==> config.mk <==
export PLATFORM = sky130hd
export DESIGN_NAME = cbr_regs
export DESIGN_NICKNAME = d
export VERILOG_FILES = /design/src/logic/cbr_pkg.sv /design/src/logic/cbr_regs.sv
export SDC_FILE = /design/constraint.sdc
export NUM_CORES = 1
export LEC_CHECK = 0
export BUFFER_PORTS_ARGS = -buffer_cell sky130_fd_sc_hd__buf_2
export CAP_MARGIN = 25
export CORE_ASPECT_RATIO = 0.7
export CORE_UTILIZATION = 40
export CTS_BUF_LIST = sky130_fd_sc_hd__clkbuf_8
export DETAILED_ROUTE_END_ITERATION = 12
export PLACE_DENSITY = 0.66
export SETUP_SLACK_MARGIN = 0.4
export SYNTH_ARGS = -nofsm -noshare
export SYNTH_HDL_FRONTEND = slang
export SYNTH_SLANG_ARGS = --single-unit
export TNS_END_PERCENT = 1
==> constraint.sdc <==
create_clock -name clock_i -period 1.8 [get_ports clock_i]
set_clock_uncertainty 0.1 [all_clocks]
set_input_delay 0.09 -clock clock_i [delete_from_list [all_inputs] [get_ports clock_i]]
set_output_delay 0.09 -clock clock_i [all_outputs]
set_load 0.01 [all_outputs]
==> src/logic/cbr_pkg.sv <==
// Constants for the upper configuration register bank of the clock buffer
package cbr_pkg;
   // Register indices
   localparam logic [7:0] CBR_IDX_SLEW     = 8'h03;
   localparam logic [7:0] CBR_IDX_RSVD     = 8'h04;
   localparam logic [7:0] CBR_IDX_REVMAKER = 8'h05;
   localparam logic [7:0] CBR_IDX_CATIDENT = 8'h06;
   localparam logic [7:0] CBR_IDX_LENGTH   = 8'h07;
   // Field positions
   localparam int CBR_SLEW_BIT    = 0;
   localparam int CBR_LEN_MSB     = 4;
   localparam int CBR_LEN_WIDTH   = 5;
   // Reset and fixed readback values
   localparam logic       CBR_SLEW_RESET  = 1'b1;
   localparam logic [4:0] CBR_LEN_RESET   = 5'h08;
   localparam logic [6:0] CBR_SLEW_RSVD   = 7'h62;
   localparam logic [7:0] CBR_RSVD_VALUE  = 8'hFF;
   localparam logic [7:0] CBR_UNHELD      = 8'h00;
   // Block read sequencer states, Gray from CBR_IDLE through CBR_COUNT to CBR_DATA
   typedef enum logic [1:0] {
      CBR_IDLE  = 2'b00,
      CBR_COUNT = 2'b01,
      CBR_DATA  = 2'b11
   } cbr_state_t;
endpackage

==> src/logic/cbr_regs.sv <==
// Upper register bank (bytes 3 to 7) with byte write and block read sequencer
`timescale 1ns/1ps
module cbr_regs #(
   parameter logic [3:0] REVISION_CODE = 4'h3, // Arbitrary value
   parameter logic [3:0] MAKER_CODE    = 4'h5, // Arbitrary value
   parameter logic [1:0] CATEGORY_CODE = 2'h2, // Arbitrary value
   parameter logic [5:0] PART_IDENT    = 6'h15 // Arbitrary value
) (
   input  wire logic       clock_i,
   input  wire logic       rst_n_i,
   input  wire logic       wr_en_i,
   input  wire logic [7:0] wr_index_i,
   input  wire logic [7:0] wr_data_i,
   input  wire logic       rd_start_i,
   input  wire logic [7:0] rd_begin_i,
   input  wire logic       rd_next_i,
   input  wire logic       rd_abort_i,
   output logic [7:0]      rd_data_o,
   output logic            rd_valid_o,
   output logic            rd_last_o,
   output logic            edge_speed_select_out8_o,
   output logic [4:0]      read_length_o
);
   import cbr_pkg::*;

   logic             slew;
   logic             next_slew;
   logic [4:0]       length;
   logic [4:0]       next_length;
   cbr_state_t       state;
   cbr_state_t       next_state;
   logic [7:0]       index;
   logic [7:0]       next_index;
   logic [4:0]       remain;
   logic [4:0]       next_remain;
   logic [7:0]       data;
   logic [7:0]       next_data;

   ////////////////////////////////////////////////////////////////////////////
   // Readback of one register byte
   function automatic logic [7:0] read_byte(input logic [7:0] idx, input logic s,
                                            input logic [4:0] len);
      logic [7:0] v;
      v = CBR_UNHELD;
      case (idx)
         CBR_IDX_SLEW:     v = {CBR_SLEW_RSVD, s};
         CBR_IDX_RSVD:     v = CBR_RSVD_VALUE;
         CBR_IDX_REVMAKER: v = {REVISION_CODE, MAKER_CODE};
         CBR_IDX_CATIDENT: v = {CATEGORY_CODE, PART_IDENT};
         CBR_IDX_LENGTH:   v = {3'b000, len};
         default:          v = CBR_UNHELD;
      endcase
      return v;
   endfunction

   ////////////////////////////////////////////////////////////////////////////
   // Writable fields, only defined bit positions take data
   always_comb begin
      next_slew   = slew;
      next_length = length;
      if (wr_en_i && wr_index_i == CBR_IDX_SLEW) begin
         next_slew = wr_data_i[CBR_SLEW_BIT];
      end
      if (wr_en_i && wr_index_i == CBR_IDX_LENGTH) begin
         next_length = wr_data_i[CBR_LEN_MSB:0];
      end
   end

   always_ff @(posedge clock_i) begin
      if (!rst_n_i) begin
         slew   <= CBR_SLEW_RESET;
         length <= CBR_LEN_RESET;
      end else begin
         slew   <= next_slew;
         length <= next_length;
      end
   end

   ////////////////////////////////////////////////////////////////////////////
   // Block read sequencer: length byte, then register bytes
   always_comb begin
      next_state  = state;
      next_index  = index;
      next_remain = remain;
      next_data   = data;
      case (state)
         CBR_IDLE: begin
            if (rd_start_i) begin
               next_state  = CBR_COUNT;
               next_index  = rd_begin_i;
               next_remain = length;
               next_data   = {3'b000, length};
            end
         end
         CBR_COUNT, CBR_DATA: begin
            if (rd_abort_i) begin
               next_state = CBR_IDLE;
            end else if (rd_start_i) begin
               next_state  = CBR_COUNT;
               next_index  = rd_begin_i;
               next_remain = length;
               next_data   = {3'b000, length};
            end else if (rd_next_i) begin
               if (remain == 5'd0) begin
                  next_state = CBR_IDLE;
               end else begin
                  next_state  = CBR_DATA;
                  next_data   = read_byte(index, slew, length);
                  next_index  = index + 8'd1;
                  next_remain = remain - 5'd1;
               end
            end
         end
         default: next_state = CBR_IDLE;
      endcase
   end

   always_ff @(posedge clock_i) begin
      if (!rst_n_i) begin
         state  <= CBR_IDLE;
         index  <= 8'h00;
         remain <= 5'h00;
         data   <= 8'h00;
      end else begin
         state  <= next_state;
         index  <= next_index;
         remain <= next_remain;
         data   <= next_data;
      end
   end

   // Outputs
   assign rd_data_o                = data;
   assign rd_valid_o               = (state != CBR_IDLE);
   assign rd_last_o                = rd_valid_o && (remain == 5'd0);
   assign edge_speed_select_out8_o = slew;
   assign read_length_o            = length;

   ////////////////////////////////////////////////////////////////////////////
   // Assertions
   property p_slew_write;
      @(posedge clock_i) disable iff (!rst_n_i)
      wr_en_i && wr_index_i == CBR_IDX_SLEW |=> edge_speed_select_out8_o == $past(wr_data_i[0]);
   endproperty
   a_slew_write: assert property (p_slew_write) else $error("slew bit not written");

   property p_reset_values;
      @(posedge clock_i)
      !rst_n_i |=> edge_speed_select_out8_o == CBR_SLEW_RESET
         && read_length_o == CBR_LEN_RESET && !rd_valid_o;
   endproperty
   a_reset_values: assert property (p_reset_values) else $error("bad reset values");

   property p_byte3_rsvd;
      @(posedge clock_i) disable iff (!rst_n_i)
      rd_valid_o && rd_next_i && !rd_abort_i && !rd_start_i && !rd_last_o
         && index == CBR_IDX_SLEW
         |=> rd_data_o == {CBR_SLEW_RSVD, $past(edge_speed_select_out8_o)};
   endproperty
   a_byte3_rsvd: assert property (p_byte3_rsvd) else $error("byte 3 readback wrong");

   property p_byte4_ones;
      @(posedge clock_i) disable iff (!rst_n_i)
      rd_valid_o && rd_next_i && !rd_abort_i && !rd_start_i && !rd_last_o
         && index == CBR_IDX_RSVD |=> rd_data_o == CBR_RSVD_VALUE;
   endproperty
   a_byte4_ones: assert property (p_byte4_ones) else $error("byte 4 not all ones");

   property p_byte5_fixed;
      @(posedge clock_i) disable iff (!rst_n_i)
      rd_valid_o && rd_next_i && !rd_abort_i && !rd_start_i && !rd_last_o
         && index == CBR_IDX_REVMAKER |=> rd_data_o == {REVISION_CODE, MAKER_CODE};
   endproperty
   a_byte5_fixed: assert property (p_byte5_fixed) else $error("byte 5 readback wrong");

   property p_byte6_fixed;
      @(posedge clock_i) disable iff (!rst_n_i)
      rd_valid_o && rd_next_i && !rd_abort_i && !rd_start_i && !rd_last_o
         && index == CBR_IDX_CATIDENT |=> rd_data_o == {CATEGORY_CODE, PART_IDENT};
   endproperty
   a_byte6_fixed: assert property (p_byte6_fixed) else $error("byte 6 readback wrong");

   property p_length_write;
      @(posedge clock_i) disable iff (!rst_n_i)
      wr_en_i && wr_index_i == CBR_IDX_LENGTH |=> read_length_o == $past(wr_data_i[4:0]);
   endproperty
   a_length_write: assert property (p_length_write) else $error("length not written");

   property p_count_first;
      @(posedge clock_i) disable iff (!rst_n_i)
      rd_start_i && !(rd_valid_o && rd_abort_i)
         |=> rd_valid_o && rd_data_o == {3'b000, $past(read_length_o)}
             && index == $past(rd_begin_i);
   endproperty
   a_count_first: assert property (p_count_first) else $error("length byte not first");

   property p_read_length;
      @(posedge clock_i) disable iff (!rst_n_i)
      rd_valid_o && rd_next_i && !rd_abort_i && !rd_start_i
         |=> (rd_valid_o == !$past(rd_last_o));
   endproperty
   a_read_length: assert property (p_read_length) else $error("wrong read length");

   property p_ro_ignored;
      @(posedge clock_i) disable iff (!rst_n_i)
      wr_en_i && wr_index_i != CBR_IDX_SLEW && wr_index_i != CBR_IDX_LENGTH
         |=> $stable(edge_speed_select_out8_o) && $stable(read_length_o);
   endproperty
   a_ro_ignored: assert property (p_ro_ignored) else $error("read-only write took effect");

endmodule // cbr_regs

-- Word-level counts from Yosys, hierarchy flattened
Cells that the tools add are included.
- add/subtract/negate cells: 2
- $mul: 0
- divide/modulo/power cells: 0
- magnitude comparators: 0
- equal/unequal tests: 14
- shift operators: 0
- multiplexer cells: 25
- bitwise operators: 0
- reduce and logical (&&, ||, !) cells: 10
- operators with widths (operator ; count):
    $mux W8 ; 10
    $eq A8 B3 Y1 const B ; 5
    $pmux W8 S5 ; 1
    $pmux W8 S2 ; 2
    $mux W5 ; 5
    $eq A8 B2 Y1 const B ; 2
    $mux W2 ; 5
    $pmux W5 S2 ; 1
    $add A8 B1 Y8 const B ; 1
    $ne A3 B3 Y1 const B ; 2
    $logic_not A5 Y1 ; 1
    $reduce_and A5 Y1 ; 1
    $sub A5 B1 Y5 const B ; 1
    $ne A2 B2 Y1 const B ; 2
    $ne A4 B4 Y1 const B ; 1
    $pmux W2 S2 ; 1
    $reduce_bool A2 Y1 ; 2
    $logic_and A1 B1 Y1 ; 3
    $eq A2 B1 Y1 const B ; 1
    $eq A2 B2 Y1 const B ; 1
    $logic_not A2 Y1 ; 1
    $reduce_and A2 Y1 ; 1
    $reduce_or A2 Y1 ; 1
- flip-flop bits (word level): 29
- bits in latches: 0
- memory bits (writable): 0
- memory bits (read-only): 0
- input bits: 30
- word-level logic and storage cells: 57
- memories: 0

-- Longest topological paths before layout
- depth after elaboration: 7
- gate-level depth with buffers: 8
- gate-level depth less buffers: 6

-- Worst setup path after synthesis
Ideal clock, no wire load.
- path type: register to register
- start: register remain[0]
- end: register remain[1]
- setup time: 132 ps
- arrival time: 1687 ps
- setup slack: -120 ps
- cell stages (with the launch flop): 9
- buffers on the path: 2
- period minus slack after synthesis: 1920 ps
- cell sequence: dfxtp_1 > inv_1 > ha_1 > or4b_4 > and3_4 > buf_6 > buf_6 > o221ai_2 > a21oi_1
- cells in the longest elaborated chain, start to end: 6
- elaborated cells between the ends (all ways): 9
- those cells by class: 1 x add/sub; 1 x eq/ne; 5 x mux; 2 x reduce/logical
- ends and longest elaborated chain (what ; RTL line ; RTL):
    from (decl) ; cbr_regs.sv:34 ; logic [4:0] remain;
    from (signal assigned) ; cbr_regs.sv:127 ; remain <= next_remain;
    $sub A5 B1 Y5 ; cbr_regs.sv:110 ; next_remain = remain - 5'd1;
    $mux W5 ; cbr_regs.sv:104 ; if (remain == 5'd0) begin
    $mux W5 ; cbr_regs.sv:103 ; end else if (rd_next_i) begin
    $mux W5 ; cbr_regs.sv:98 ; end else if (rd_start_i) begin
    $mux W5 ; cbr_regs.sv:96 ; if (rd_abort_i) begin
    $pmux W5 S2 ; cbr_regs.sv:86 ; case (state)
Several ways; a longest one is shown, not always the timed one. The select of a mux whose other input is x is not followed.
A chain may end at the register's enable or synchronous reset.

-- Worst setup path after layout
- start: register remain[0]
- end: register remain[0]
Same word-level chain as after synthesis.

==> out/metrics.cfg <==
[status]
status=finished, violations left
violations=negative setup slack

[setup_path]
rr_startpoint=remain[0]
worst_ep_arrival_time_ps=1900
crit_path_start_kind=register
end_kind=register
required_ps=1880
cp_max_fo=5
path_class=reg2reg
startpoint=remain[0]

[layout]
multi_input_area_um2=1220
layout.cells.non_filler=334
syn2layout_area_growth_pct=48.9
fin_util_pct=63.8
ff_latch_area_um2=584
n_fill_cell=355
final_nets=316
layout-drive-gt1-share_pct=45.7
n_antenna_cell=0

[floorplanning]
fp-row-count=19
die_y_um=57.1
io_pins=46
fp.coreArea_um2=4040
die_w_um=80.6
dieArea_um2=4600
initial_core_util_pct=42.8

[timing]
rsz0062_at_grt=yes
timing.final.crit_share_pct=101
fin_ws_ps=-18.4
fin_crit_ps=1820
holdWs_ps=34.4
fmax_mhz=550
maxSlewHeadroom_pct=68.6
setup_violations=3
hold_violations=0
slew_violations=0
tightest_slew_ps=464
setup_tns_ps=-28.9

[clocking]
clk_pin_slew_ps=70
numCtsBuffers=5
cts_max_level=2
clk_latency_ps=290
clock_sinks=29
clock-root-buffer=clkbuf_8
clk_path_buf_depth=2
cts_tree=yes

[synth]
synth-edff-count=0
seq_area_frac_synth_pct=33.5
synth-main-ff-cell=dfxtp_1
synth_cell_types=54
yosysWarnings=0
syn_inst=203
ys_async_sr_fraction_pct=0
syn_avg_cell_area_um2=8.53
synth-seq-cells=29
synth.cell_area_um2=1730
synthesis.nets=238

[placement]
port_buffers=42
dpl.cell_count=316
dp_slack_ps=-75.4
routabilityCongestion=0.852
hpwl_um=3490

[grt]
gr-usage-all-layers_pct=24.9
first_global_vias=1714
grt_pass1_wl_um=8660
antenna_found_initial=0
grt_max_degree=22
gr-total-overflow=0

[routing]
num_vias=1895
viasPerCell=5.67
drc_errors=0
wire_per_inst_um=16.3
drt-initial-drc-count=145
drtPass1Iterations=4
wirelength_um=5450
ant_nets=0

[flow_run]
cap_violations=0

[power]
switchingPower_uw=519
swShare_pct=28.0
ir_worst_vdd_mv=0.467
power_frac_comb_pct=24.0
internal_power_uw=1340
clkPwrFrac_pct=38.6
seqPwrFrac_pct=37.4
power_density_nw_per_um2=720
p_leak_uw=0.00110

[hold_path]
hp-class=in2reg
min_from=wr_index_i[2]

[critical path: stages (launching register included)]
cell and delay (ps):
dfxtp_2 330, inv_2 60, ha_4 120, or4b_4 510
nand3_4 150, buf_6 130, a21oi_2 40, o31a_1 260
[power groups by stage]
stage          clock (µW)  combinational (µW)  sequential (µW)
3_3_place_gp            0                 373              705
4_1_cts               733                 419              692
5_1_grt               761                 480              697
2_1_floorplan           0                 199              721
6_report              717                 446              694
3_5_place_dp            0                 378              706
[Yosys cell counts (3+ instances only)]
cell type | n | area, µm²
a21oi_1 | 21 | 105
a22oi_1 | 4 | 30.0
a311oi_1 | 4 | 35.0
a32o_1 | 4 | 40.0
buf_2 | 3 | 15.0
clkbuf_1 | 7 | 26.3
dfxtp_1 | 29 | 581
ha_1 | 5 | 62.6
inv_1 | 8 | 30.0
mux2i_1 | 6 | 60.1
nand2_1 | 17 | 63.8
nand3_1 | 8 | 40.0
nor2_1 | 16 | 60.1
nor2b_1 | 3 | 18.8
nor3_1 | 10 | 50.1
o21ai_0 | 5 | 25.0
o22ai_1 | 4 | 25.0
o32ai_1 | 3 | 26.3
[per-stage QoR]
step | instance area [µm²] | total power (µW)
floorplan | 1770 | 920
global placement | 2220 | 1080
detailed placement | 2220 | 1080
CTS | 2500 | 1840
global route | 2580 | 1940
finish | 2580 | 1860
[cell usage in the layout (no fill, tap or decap), types with 2 or more instances in the layout]
cell type       n
a21oi_1        19
and4_1          2
dlygate4sd3_1   8
o41ai_1         2
nand3_1         6
o31ai_2         2
a21oi_2         2
buf_2          42
inv_2           2
o221a_2         2
nor3_1          5
clkbuf_8        6
nor2b_1         3
nor2_1         14
nand2_1        17
o21ai_0         4
nor2_2          2
o22ai_2         4
dfxtp_1        26
and3_4          2
mux2i_1         6
nor4bb_1        2
dfxtp_2         3
or4b_4          2
nor3_2          4
buf_4          29
o221ai_2        2
a22oi_1         3
a311oi_1        2
buf_6           3
inv_1           6
a32o_1          4
o21ai_1         2
ha_1            3
a311oi_2        2
o32ai_1         3
[area by class of cell]
| cell class | instances | area share, % |
|---|---|---|
| clock buffer | 6 | 3.20 |
| sequential | 29 | 22.7 |
| inverter | 8 | 1.16 |
| multi-input combinational | 154 | 47.2 |
| timing repair buffer | 83 | 21.8 |
| tap | 52 | 2.52 |
| clock inverter | 2 | 1.46 |
[layer usage]
layer | share of wire [%] | track usage (%) | up-vias
met2 | 42 | 35.4 | 79
met4 | 1.4 | 9.69 | 0
met3 | 8.3 | 5.44 | 10
met5 | 0 | 0 | -
li1 | - | - | 938
met1 | 48 | 36.3 | 868
[sequential cells by signal, summed over array words and instances, names as in the netlist]
name and count:
edge_speed_select_out8_o 1, index 8, rd_data_o 8, read_length_o 5, remain 5, state 2
[cell families (layout without fill, tap and decap cells)]
kind of cell               after synthesis  after routing  synth area share [%]
and+or+nand+nor                         77             79                  24.8
buffers and inverters                   22             99                  6.29
DFF                                     29             29                  33.5
AOI/OAI and AO/OA                       64             64                  28.3
muxes                                    6              6                  3.47
adders and majority gates                5              5                  3.61
[worst paths after layout]
check / cells after the start / endpoint / slack [ps]
hold reg to reg: 2 / rd_data_o[7] / 360
setup / recovery: 7 / remain[0] / -20
setup reg to reg: 7 / remain[0] / -20
hold / removal: 3 / edge_speed_select_out8_o / 30
[what timing repair did]
item,4_1_cts,5_1_grt
cloned,1,1
buffers inserted,0,0
hold buffers,8,0
gates resized for setup,14,16
pin swaps,14,10
endpoints found under the setup margin,24,25
hold endpoints to repair,7,0
(Power assumes the default switching activity.)
